==> config.mk <==
export PLATFORM = sky130hd
export DESIGN_NAME = rcr_top
export DESIGN_NICKNAME = d
export VERILOG_FILES = /design/src/rcr_pkg.sv /design/src/rcr_sync.sv /design/src/rcr_top.sv
export SDC_FILE = /design/constraint.sdc
export NUM_CORES = 1
export LEC_CHECK = 0
export BUFFER_PORTS_ARGS = -buffer_cell sky130_fd_sc_hd__buf_4
export CAP_MARGIN = 10
export CORE_ASPECT_RATIO = 1.5
export CORE_UTILIZATION = 54
export CTS_CLUSTER_DIAMETER = 30
export DETAILED_ROUTE_END_ITERATION = 6
export PLACE_DENSITY = 0.88
export SYNTH_ARGS = -nofsm -noshare
export SYNTH_HDL_FRONTEND = slang
export SYNTH_SLANG_ARGS = --single-unit
==> constraint.sdc <==
create_clock -name clock -period 3 [get_ports clock]
set_input_delay 0.6 -clock clock [delete_from_list [all_inputs] [get_ports clock]]
set_output_delay 0.6 -clock clock [all_outputs]
set_load 0.05 [all_outputs]
==> src/rcr_pkg.sv <==
// regulator and core reset control: shared constants for the sequencer
// assumes a 250 MHz clock and an APB master with 32-bit data
// Behaviour
// - regulators run when either request is high
// - power-up reset lasts at most 110 ms
// - external resets ORed with power-up reset
// - low wlan reset shuts wlan core down
// - low bluetooth reset holds bluetooth core
// - fm follows bluetooth reset and enable
package rcr_pkg;

  // power-up reset span
  localparam int unsigned POR_TIME_MS = 110;
  localparam int unsigned CLK_FREQ_KHZ = 250000;
  // longest time: product is exact, so no rounding is lost
  localparam int unsigned POR_CYCLES_DEF = POR_TIME_MS * CLK_FREQ_KHZ;
  localparam int unsigned POR_CNT_W = 25;

  // apb map
  localparam int unsigned APB_AW = 12;
  localparam int unsigned APB_DW = 32;
  localparam logic [11:0] ADDR_CTRL = 12'h000;
  localparam logic [11:0] ADDR_STATUS = 12'h004;
  localparam logic [11:0] ADDR_POR_COUNT = 12'h008;

  // control register fields
  localparam int unsigned CTRL_W = 3;
  localparam int unsigned CTRL_WLAN_HOLD = 0;
  localparam int unsigned CTRL_BT_HOLD = 1;
  localparam int unsigned CTRL_FM_HOLD = 2;
  localparam logic [2:0] CTRL_RESET = 3'h0;

  // status register fields
  localparam int unsigned ST_W = 11;
  localparam int unsigned ST_REG_EN = 0;
  localparam int unsigned ST_POR = 1;
  localparam int unsigned ST_WLAN_HOLD = 2;
  localparam int unsigned ST_BT_HOLD = 3;
  localparam int unsigned ST_FM_HOLD = 4;
  localparam int unsigned ST_WREQ = 5;
  localparam int unsigned ST_BREQ = 6;
  localparam int unsigned ST_WRST = 7;
  localparam int unsigned ST_BRST = 8;
  localparam int unsigned ST_CORE_SUP = 9;
  localparam int unsigned ST_IO_SUP = 10;

  // synchroniser lanes
  localparam int unsigned SYN_W = 6;
  localparam int unsigned SYN_WREQ = 0;
  localparam int unsigned SYN_BREQ = 1;
  localparam int unsigned SYN_WRST = 2;
  localparam int unsigned SYN_BRST = 3;
  localparam int unsigned SYN_CORE_SUP = 4;
  localparam int unsigned SYN_IO_SUP = 5;

endpackage : rcr_pkg

==> src/rcr_sync.sv <==
// regulator and core reset control: two-flop synchroniser bank
// assumes inputs are asynchronous pins; outputs read low during reset
`timescale 1ns/1ps
module rcr_sync #(
  parameter int unsigned W = 1
) (
  input wire logic clock,
  input wire logic rst_n,
  input wire logic [W-1:0] async_in,
  output logic [W-1:0] sync_out
);

  logic [W-1:0] meta_ff;

  // first stage feeds only the second stage
  always_ff @(posedge clock or negedge rst_n) begin
    if (!rst_n) begin
      meta_ff <= '0;
      sync_out <= '0;
    end else begin
      meta_ff <= async_in;
      sync_out <= meta_ff;
    end
  end

endmodule : rcr_sync

==> src/rcr_top.sv <==
// regulator and core reset control: power-up reset, regulator enable,
// per-core reset holds and a small apb register block
// assumes all control pins and supply-good levels are asynchronous to clock
//
// Register access over APB and the placing of the registers were decided locally.
`timescale 1ns/1ps
module rcr_top
  import rcr_pkg::*;
#(
  parameter int unsigned POR_CYCLES = POR_CYCLES_DEF
) (
  input wire logic clock,
  input wire logic rst_n,
  // supply comparators, high once above threshold
  input wire logic core_supply_good,
  input wire logic io_supply_good,
  // host control pins
  input wire logic wlan_regulator_request,
  input wire logic bluetooth_regulator_request,
  input wire logic wlan_core_reset_n,
  input wire logic bluetooth_core_reset_n,
  // apb slave
  input wire logic psel,
  input wire logic penable,
  input wire logic pwrite,
  input wire logic [APB_AW-1:0] paddr,
  input wire logic [APB_DW-1:0] pwdata,
  output logic [APB_DW-1:0] prdata,
  output logic pready,
  output logic pslverr,
  // power and reset results
  output logic regulator_enable,
  output logic por_active,
  output logic wlan_core_hold,
  output logic bluetooth_core_hold,
  output logic fm_core_hold
);

  // elaboration check on the power-up span
  if (POR_CYCLES < 1 || POR_CYCLES >= (2 ** POR_CNT_W)) begin : g_por_check
    $error("POR_CYCLES out of range for counter");
  end

  localparam logic [POR_CNT_W-1:0] POR_LAST = POR_CNT_W'(POR_CYCLES - 1);
  localparam logic [POR_CNT_W-1:0] POR_ONE = POR_CNT_W'(1);

  logic [SYN_W-1:0] pin_raw;
  logic [SYN_W-1:0] pin_sync;
  logic wreq_s;
  logic breq_s;
  logic wrst_n_s;
  logic brst_n_s;
  logic supplies_ok;

  logic regulator_enable_ff;
  logic por_active_ff;
  logic [POR_CNT_W-1:0] por_cnt_ff;
  logic wlan_hold_ff;
  logic bt_hold_ff;
  logic fm_hold_ff;
  logic nxt_wlan_hold;
  logic nxt_bt_hold;
  logic nxt_fm_hold;

  logic [CTRL_W-1:0] ctrl_ff;
  logic pready_ff;
  logic pslverr_ff;
  logic [APB_DW-1:0] prdata_ff;
  logic apb_access;
  logic apb_done;
  logic [APB_DW-1:0] rd_mux;
  logic rd_err;
  logic [ST_W-1:0] status_vec;

  // every pin crosses two flops before any logic looks at it
  assign pin_raw[SYN_WREQ] = wlan_regulator_request;
  assign pin_raw[SYN_BREQ] = bluetooth_regulator_request;
  assign pin_raw[SYN_WRST] = wlan_core_reset_n;
  assign pin_raw[SYN_BRST] = bluetooth_core_reset_n;
  assign pin_raw[SYN_CORE_SUP] = core_supply_good;
  assign pin_raw[SYN_IO_SUP] = io_supply_good;

  rcr_sync #(
    .W(SYN_W)
  ) u_pin_sync (
    .clock(clock),
    .rst_n(rst_n),
    .async_in(pin_raw),
    .sync_out(pin_sync)
  );

  assign wreq_s = pin_sync[SYN_WREQ];
  assign breq_s = pin_sync[SYN_BREQ];
  assign wrst_n_s = pin_sync[SYN_WRST];
  assign brst_n_s = pin_sync[SYN_BRST];
  // both supplies must be up; either dropping restarts the span
  assign supplies_ok = pin_sync[SYN_CORE_SUP] & pin_sync[SYN_IO_SUP];

  // regulators run on either request, off only when both are low
  always_ff @(posedge clock or negedge rst_n) begin
    if (!rst_n) begin
      regulator_enable_ff <= 1'b0;
    end else begin
      regulator_enable_ff <= wreq_s | breq_s;
    end
  end

  // power-up reset: counts a fixed span once both supplies are good;
  // the span is the upper bound, so it ends exactly at the last count
  always_ff @(posedge clock or negedge rst_n) begin
    if (!rst_n) begin
      por_active_ff <= 1'b1;
      por_cnt_ff <= '0;
    end else if (!supplies_ok) begin
      por_active_ff <= 1'b1;
      por_cnt_ff <= '0;
    end else if (por_active_ff) begin
      if (por_cnt_ff == POR_LAST) begin
        por_active_ff <= 1'b0;
      end else begin
        por_cnt_ff <= por_cnt_ff + POR_ONE;
      end
    end
  end

  // hold terms: any single source keeps a core in reset
  always_comb begin
    nxt_wlan_hold = !regulator_enable_ff
      | por_active_ff
      | !wrst_n_s
      | ctrl_ff[CTRL_WLAN_HOLD];
    nxt_bt_hold = !regulator_enable_ff
      | por_active_ff
      | !brst_n_s
      | ctrl_ff[CTRL_BT_HOLD];
    // fm shares the bluetooth core, so it can never outlive its reset
    nxt_fm_hold = nxt_bt_hold | ctrl_ff[CTRL_FM_HOLD];
  end

  // core hold flops; all three come up held
  always_ff @(posedge clock or negedge rst_n) begin
    if (!rst_n) begin
      wlan_hold_ff <= 1'b1;
      bt_hold_ff <= 1'b1;
      fm_hold_ff <= 1'b1;
    end else begin
      wlan_hold_ff <= nxt_wlan_hold;
      bt_hold_ff <= nxt_bt_hold;
      fm_hold_ff <= nxt_fm_hold;
    end
  end

  assign regulator_enable = regulator_enable_ff;
  assign por_active = por_active_ff;
  assign wlan_core_hold = wlan_hold_ff;
  assign bluetooth_core_hold = bt_hold_ff;
  assign fm_core_hold = fm_hold_ff;

  // apb: one wait state, so every access phase lasts two cycles
  assign apb_access = psel & penable;
  assign apb_done = apb_access & pready_ff;

  // status snapshot for software
  always_comb begin
    status_vec = '0;
    status_vec[ST_REG_EN] = regulator_enable_ff;
    status_vec[ST_POR] = por_active_ff;
    status_vec[ST_WLAN_HOLD] = wlan_hold_ff;
    status_vec[ST_BT_HOLD] = bt_hold_ff;
    status_vec[ST_FM_HOLD] = fm_hold_ff;
    status_vec[ST_WREQ] = wreq_s;
    status_vec[ST_BREQ] = breq_s;
    status_vec[ST_WRST] = wrst_n_s;
    status_vec[ST_BRST] = brst_n_s;
    status_vec[ST_CORE_SUP] = pin_sync[SYN_CORE_SUP];
    status_vec[ST_IO_SUP] = pin_sync[SYN_IO_SUP];
  end

  // read decode; writes to read-only or unmapped words are errors
  always_comb begin
    rd_mux = '0;
    rd_err = 1'b0;
    case (paddr)
      ADDR_CTRL: begin
        rd_mux = {{(APB_DW - CTRL_W){1'b0}}, ctrl_ff};
      end
      ADDR_STATUS: begin
        rd_mux = {{(APB_DW - ST_W){1'b0}}, status_vec};
        rd_err = pwrite;
      end
      ADDR_POR_COUNT: begin
        rd_mux = {{(APB_DW - POR_CNT_W){1'b0}}, por_cnt_ff};
        rd_err = pwrite;
      end
      default: begin
        rd_err = 1'b1;
      end
    endcase
  end

  // answer is built in the first access cycle and shown in the second
  always_ff @(posedge clock or negedge rst_n) begin
    if (!rst_n) begin
      pready_ff <= 1'b0;
      pslverr_ff <= 1'b0;
      prdata_ff <= '0;
    end else if (apb_access && !pready_ff) begin
      pready_ff <= 1'b1;
      pslverr_ff <= rd_err;
      prdata_ff <= pwrite ? '0 : rd_mux;
    end else begin
      pready_ff <= 1'b0;
      pslverr_ff <= 1'b0;
      prdata_ff <= '0;
    end
  end

  // control register: software holds on top of the pin resets
  always_ff @(posedge clock or negedge rst_n) begin
    if (!rst_n) begin
      ctrl_ff <= CTRL_RESET;
    end else if (apb_done && pwrite && paddr == ADDR_CTRL) begin
      ctrl_ff <= pwdata[CTRL_W-1:0];
    end
  end

  assign prdata = prdata_ff;
  assign pready = pready_ff;
  assign pslverr = pslverr_ff;

  localparam logic [POR_CNT_W:0] POR_LIMIT = (POR_CNT_W + 1)'(POR_CYCLES);
  localparam logic [POR_CNT_W:0] WAIT_ONE = (POR_CNT_W + 1)'(1);
  logic [POR_CNT_W:0] por_wait_ff;

  // independent count of good-supply cycles spent in power-up reset
  always_ff @(posedge clock or negedge rst_n) begin
    if (!rst_n) begin
      por_wait_ff <= '0;
    end else if (!supplies_ok || !por_active_ff) begin
      por_wait_ff <= '0;
    end else if (por_wait_ff <= POR_LIMIT) begin
      por_wait_ff <= por_wait_ff + WAIT_ONE;
    end
  end
endmodule : rcr_top

==> flow_metrics.env, run 1 <==
export IMPL_status="finished, final reports clean"
export IMPL_netlist_instances=267
export IMPL_layout_drive_gt1_share_pct=26.7
export IMPL_arrival_ns=2.42
export IMPL_fillCellCount=386
export IMPL_leakagePower_nw=1.64
export IMPL_cts_buffer_depth=2
export IMPL_endpoint="por_cnt_ff[10]"
export IMPL_drt_iter0_markers=128
export IMPL_synth_main_ff_cell="dfrtp_1"
export IMPL_gp_congestion=0.890
export IMPL_synth_seq_cells=72
export IMPL_core_area_um2=5250
export IMPL_clk_latency_ns=0.34
export IMPL_routedWlPerCell_um=14.4
export IMPL_crit_fanout=9
export IMPL_final_common_cell="dfrtp_1"
export IMPL_critical_path_class="flip-flop to flip-flop"
export IMPL_htreeDepth=3
export IMPL_cpPeakStageDelay_ns=0.57
export IMPL_post_cts_buffers=0
export IMPL_ys_async_sr_fraction_pct=100
export IMPL_die_w_um=62.8
export IMPL_cap_violations=0
export IMPL_crit_path_end_kind="flip-flop"
export IMPL_setup_worst_path_start_class="flip-flop"
export IMPL_antenna_found_initial=0
export IMPL_hold_viol=0
export IMPL_io_buffers=57
export IMPL_die_y_um=93.2
export IMPL_clock_sinks=72
export IMPL_worstMarginPinSlew_ns=0.846
export IMPL_antenna_left=0
export IMPL_grt_busiest_layer="met2"
export IMPL_nNetsFinal=382
export IMPL_syn_area_per_cell_um2=11.2
export IMPL_finalMaxSlewViolations=0
export IMPL_synth_cell_type_count=46
export IMPL_hp_class="flip-flop to flip-flop"
export IMPL_cp_top_family="simple AND/OR/NAND/NOR gates"
export IMPL_vias=2201
export IMPL_io_pins=94
export IMPL_reg2reg_depth=6
export IMPL_clockRootBuffer="clkbuf_8"
export IMPL_post_dp_hpwl_um=3860
export IMPL_finalCriticalPeriod_ns=2.14
export IMPL_fp_row_count=32
export IMPL_area_growth_pct=20.5
export IMPL_fin_skew_ns=0.00582
export IMPL_cts_resized=0
export IMPL_synth_area_um2=2990
export IMPL_p_per_area_nw_per_um2=476
export IMPL_tns_ns=0
export IMPL_cts_tree="done"
export IMPL_routed_wl_um=5710
export IMPL_yosysWarnings=0
export IMPL_rrSetupSlack_ns=0.86
export IMPL_rsz0062_at_grt="no"
export IMPL_setup_viol=0
export IMPL_grt_max_degree=73
export IMPL_cts_hold_buf=0
export IMPL_synth_enable_flop_cells=0
export IMPL_final_cells=397
export IMPL_grt_util_met1_pct=25.8
export IMPL_use_met3_pct=5.61
export IMPL_worstReg2RegEnd="por_cnt_ff[10]"
export IMPL_cp_depth=6
export IMPL_worst_ep_required_time_ns=3.28
export IMPL_fmax_mhz=467
export IMPL_reg2reg_from="por_cnt_ff[0]"
export IMPL_slew_headroom_pct=43.6
export IMPL_worst_path_buf_inv=0
export IMPL_dp_cells=383
export IMPL_slowest_stage="or4_2"
export IMPL_drcViolationCount=0
export IMPL_ir_worst_vdd_v=0.000241
export IMPL_grt_pass1_vias=2074
export IMPL_use_met2_pct=36.1
export IMPL_die_area_um2=5850
export IMPL_synth_yosys_seq_area_share_pct=60.4
export IMPL_crit_chain="ha_1 > nand2_1 > nor3_2 > nand2_1 > or4_2 > nand2_1"
export IMPL_cts_buffers=9
export IMPL_layout_common_cells="dfrtp_1, buf_4, nor2_1"
export IMPL_first_pass_iters=4
export IMPL_grt_pass1_wl_um=9650
export IMPL_diodes=0
export IMPL_period_share_pct=71.4
export IMPL_critPathLaunch="por_cnt_ff[0]"
export IMPL_path_clk_slew_ns=0.06
export IMPL_grt_ovfl_total=0
export IMPL_viasPerCell=5.54
export IMPL_crit_top_cell="nand2_1"
export IMPL_track_usage_pct=22.2
export IMPL_start_util_pct=57.1
metrics by stage:
step	hold slack, ns	total power, W	area [µm²]	setup WS (ns)	util, %
finish	0.348	0.00172	3610	0.858	68.8
global route	0.337	0.00179	3610	0.729	68.8
CTS	0.344	0.00173	3610	0.851	68.8
detailed placement	0.335	0.00111	3450	0.616	65.8
global placement	0.332	0.00111	3450	0.668	65.8
floorplan	0.304	0.00106	3020	0.933	-
worst min path at each step:
stage	startpoint	to	cells after the start	slack [ns]
floorplan	rst_n	ctrl_ff[0]	0	0.30
global route	core_supply_good	u_pin_sync.meta_ff[4]	1	0.34
global placement	u_pin_sync.meta_ff[5]	u_pin_sync.sync_out[5]	0	0.33
finish	u_pin_sync.meta_ff[1]	u_pin_sync.sync_out[1]	0	0.35
CTS	core_supply_good	u_pin_sync.meta_ff[4]	1	0.34
detailed placement	u_pin_sync.meta_ff[3]	u_pin_sync.sync_out[3]	0	0.33
area by class of cell:
class | count | area, µm² | share of cell area [%]
multi-input combinational | 183 | 1110 | 30.9
sequential | 72 | 1810 | 50.1
timing repair buffer | 59 | 443 | 12.3
tap | 68 | 85.1 | 2.36
clock inverter | 1 | 5.00 | 0.139
inverter | 1 | 3.75 | 0.104
clock buffer | 13 | 149 | 4.13
kinds of logic after synthesis:
kind of cell / Yosys count / share of synthesized area [%]
adders and majority gates: 2 / 0.752
buffers and inverters: 18 / 3.14
and+or+nand+nor: 123 / 22.1
muxes: 6 / 2.13
AOI/OAI and AO/OA: 30 / 6.98
DFF: 72 / 60.4
other: 1 / 0.125
xor gates and xnor gates: 15 / 4.39
flip-flops by register name, indices dropped and copies added (netlist names):
signal	flops
bluetooth_core_hold	1
ctrl_ff	3
fm_core_hold	1
por_active	1
por_cnt_ff	25
prdata	25
pready	1
pslverr	1
regulator_enable	1
u_pin_sync.meta_ff	6
u_pin_sync.sync_out	6
wlan_core_hold	1
synthesized netlist by cell type, drive strengths merged, types with 2 or more instances:
| master | instances | area (µm²) |
|---|---|---|
| or2 | 2 | 12.5 |
| dfstp | 4 | 105 |
| xnor2 | 8 | 70.1 |
| o21ai | 5 | 36.3 |
| a21oi | 7 | 35.0 |
| nor4 | 4 | 25.0 |
| and3 | 3 | 20.0 |
| nand4 | 2 | 12.5 |
| dfrtp | 68 | 1700 |
| o211ai | 4 | 30.0 |
| mux2 | 3 | 33.8 |
| nor3 | 8 | 45.0 |
| xor2 | 7 | 61.3 |
| a22oi | 8 | 60.1 |
| or4 | 6 | 50.1 |
| nand2 | 18 | 67.6 |
| nor2b | 4 | 25.0 |
| or3 | 5 | 31.3 |
| nand3 | 14 | 70.1 |
| nand3b | 2 | 15.0 |
| buf | 7 | 52.6 |
| and2 | 15 | 95.1 |
| nor2 | 34 | 128 |
| mux2i | 3 | 30.0 |
| or4b | 2 | 20.0 |
| clkbuf | 10 | 37.5 |
where the power goes:
part,total (W),switching [W],internal [W]
Clock,0.000624,0.000311,0.000313
Combinational,0.000102,0.0000688,0.0000329
Sequential,0.000991,0.00000780,0.000983
metal layers:
metal / wire length [µm] / vias up
met4: 195 / 0
met2: 2980 / 68
met5: 0 / -
met1: 2330 / 1083
met3: 210 / 22
li1: - / 1028
(Power assumes the default switching activity.)
==> run 2: changes to the inputs <==
--- a/config.mk
+++ b/config.mk
@@ -5,13 +5,14 @@
 export SDC_FILE = /design/constraint.sdc
 export NUM_CORES = 1
 export LEC_CHECK = 0
+export ABC_AREA = 1
 export BUFFER_PORTS_ARGS = -buffer_cell sky130_fd_sc_hd__buf_4
 export CAP_MARGIN = 10
 export CORE_ASPECT_RATIO = 1.5
-export CORE_UTILIZATION = 54
+export CORE_UTILIZATION = 53
 export CTS_CLUSTER_DIAMETER = 30
 export DETAILED_ROUTE_END_ITERATION = 6
-export PLACE_DENSITY = 0.88
+export PLACE_DENSITY = 0.84
 export SYNTH_ARGS = -nofsm -noshare
 export SYNTH_HDL_FRONTEND = slang
 export SYNTH_SLANG_ARGS = --single-unit
==> constraint.sdc (replaced) <==
create_clock -name clock -period 2.2 [get_ports clock]
set_input_delay 0.44 -clock clock [delete_from_list [all_inputs] [get_ports clock]]
set_output_delay 0.44 -clock clock [all_outputs]
set_load 0.05 [all_outputs]
==> flow_metrics.env, run 2 <==
export IMPL_clock_sinks=72
export IMPL_clockRootBuffer="clkbuf_8"
export IMPL_antenna_found_initial=0
export IMPL_antenna_left=0
export IMPL_die_area_um2=7050
export IMPL_io_pins=94
export IMPL_viasPerCell=5.27
export IMPL_finalMaxSlewViolations=0
export IMPL_p_clk_share_pct=45.9
export IMPL_fillCellCount=568
export IMPL_cts_hold_buf=0
export IMPL_yosysMostFrequentCell="nand2_1"
export IMPL_vias=3054
export IMPL_cts_buffer_depth=2
export IMPL_start_util_pct=54.8
export IMPL_drcViolationCount=0
export IMPL_synth_common_cells="nand2_1, dfrtp_1, nor2_1, inv_1, nand3_1"
export IMPL_crit_top_cell="nand2_1"
export IMPL_synthTopCellsByArea="dfrtp_1, nand2_1, nor2_1"
export IMPL_cap_violations=0
export IMPL_status="finished, final reports clean"
export IMPL_post_cts_buffers=0
export IMPL_syn_area_per_cell_um2=8.19
export IMPL_rsz0062_at_grt="no"
export IMPL_hp_class="input pin to asynchronous set/reset pin"
export IMPL_track_usage_pct=25.4
export IMPL_fin_skew_ns=0.0108
export IMPL_routed_wl_um=7760
export IMPL_p_sw_w=0.000615
export IMPL_netlist_instances=434
export IMPL_grt_pass1_wl_um=13000
export IMPL_crit_chain="ha_1 > nand2_2 > nor2_4 > nand2_1 > nor2_2 > nand3_2 > nand2_4 > buf_4 > nand2_1 > o21ai_0"
export IMPL_place_area_um2=4050
export IMPL_leakagePower_nw=2.05
export IMPL_arrival_ns=2.06
export IMPL_setup_viol=0
export IMPL_yosysWarnings=0
export IMPL_clk_latency_ns=0.35
export IMPL_tns_ns=0
export IMPL_critical_path_class="flip-flop to flip-flop"
export IMPL_core_area_um2=6490
export IMPL_p_sw_share_pct=22.3
export IMPL_cpPeakStageDelay_ns=0.40
export IMPL_die_y_um=102
export IMPL_routedWlPerCell_um=13.4
export IMPL_regArea_um2=1810
export IMPL_internal_power_w=0.00214
export IMPL_layout_drive_gt1_share_pct=23.6
export IMPL_power_frac_comb_pct=5.2
export IMPL_p_per_area_nw_per_um2=642
export IMPL_die_w_um=68.9
export IMPL_fin_util_pct=66.1
export IMPL_worst_ep_required_time_ns=2.46
export IMPL_fmax_mhz=557
export IMPL_first_pass_iters=5
export IMPL_hold_viol=0
export IMPL_synth_yosys_seq_area_share_pct=50.8
export IMPL_fin_area_um2=4290
export IMPL_slowest_stage="dfrtp_1"
export IMPL_multiInputGateArea_um2=1480
export IMPL_nNetsFinal=555
export IMPL_htreeDepth=3
export IMPL_synth_enable_flop_cells=0
export IMPL_cts_buffers=9
export IMPL_fp_row_count=36
export IMPL_crit_path_end_kind="flip-flop"
export IMPL_diodes=0
export IMPL_seqPwrFrac_pct=48.9
export IMPL_grt_max_degree=39
export IMPL_synth_area_um2=3560
export IMPL_ir_worst_vdd_v=0.000667
export IMPL_cts_tree="done"
export IMPL_synth_cell_type_count=34
export IMPL_area_growth_pct=20.6
export IMPL_synth_top_cell_by_area="dfrtp_1"
export IMPL_period_share_pct=81.7
export IMPL_cts_resized=0
export IMPL_gp_congestion=0.895
export IMPL_ys_async_sr_fraction_pct=100
export IMPL_cp_top_family="simple AND/OR/NAND/NOR gates"
export IMPL_post_dp_hpwl_um=5730
export IMPL_synth_seq_cells=72
export IMPL_synth_top_area_share_pct=47.9
export IMPL_final_common_cell="nand2_1"
export IMPL_io_buffers=57
export IMPL_worst_path_buf_inv=1
export IMPL_finalCriticalPeriod_ns=1.80
export IMPL_grt_ovfl_total=0
export IMPL_setup_worst_path_start_class="flip-flop"
export IMPL_path_clk_slew_ns=0.08
export IMPL_synth_main_ff_cell="dfrtp_1"
export IMPL_crit_fanout=14
export IMPL_drt_iter0_markers=153
export IMPL_grt_pass1_vias=3046
export IMPL_layout_common_cells="nand2_1, dfrtp_1, buf_4"
## run 2: metal layers
layer | vias to the layer above | track usage (%) | wire length, µm
met4 | 0 | 16.3 | 374
met2 | 96 | 44.6 | 4180
met1 | 1435 | 26.2 | 2940
met5 | - | 0 | 0
li1 | 1492 | - | -
met3 | 31 | 5.69 | 271
## run 2: power groups by stage
stage | Combinational, W | Sequential, W | Clock [W]
2_1_floorplan | 0.0000658 | 0.00138 | 0
3_3_place_gp | 0.000142 | 0.00137 | 0
3_5_place_dp | 0.000146 | 0.00137 | 0
4_1_cts | 0.000146 | 0.00135 | 0.00128
5_1_grt | 0.000158 | 0.00135 | 0.00134
6_report | 0.000144 | 0.00135 | 0.00126
## run 2: cell families (layout without fill, tap and decap cells)
kind of cell	count (synthesis)	count (layout)	synth area share [%]
flops	72	72	50.8
fa+ha+maj	1	1	0.352
other cells	1	7	0.105
buf+inv	59	123	8.30
xor+xnor	8	8	1.97
compound gates	32	32	5.88
simple gates	261	261	32.6
## run 2: worst paths after layout
path / from / endpoint / slack [ns] / depth (start not counted)
worst min-delay path: rst_n / prdata[20] / 0.05 / 1
max in group asynchronous: rst_n / fm_core_hold / 1.53 / 2
worst max register to register: por_cnt_ff[1] / por_cnt_ff[11] / 0.40 / 10
worst min register to register: u_pin_sync.meta_ff[4] / u_pin_sync.sync_out[4] / 0.35 / 0
worst max-delay path: por_cnt_ff[1] / por_cnt_ff[11] / 0.40 / 10
min in group clock: io_supply_good / u_pin_sync.meta_ff[5] / 0.20 / 1
## run 2: layout make-up
type                            count  share of cell area [%]
Multi-Input combinational cell    309                    34.4
Tap cell                           76                    2.22
Clock buffer                        9                    2.89
Timing Repair Buffer               64                    11.8
Clock inverter                      7                    2.80
Sequential cell                    72                    42.1
Inverter                           43                    3.76
## run 2: stage by stage
step,total power (W),hold WS [ns],worst slack (ns),instances
after CTS,0.00277,0.0602,0.398,580
after detailed placement,0.00152,0.336,0.413,564
after global placement,0.00151,0.332,0.438,564
after floorplan,0.00145,0.144,0.727,440
final,0.00275,0.0522,0.403,580
after global routing,0.00285,0.0846,0.243,580
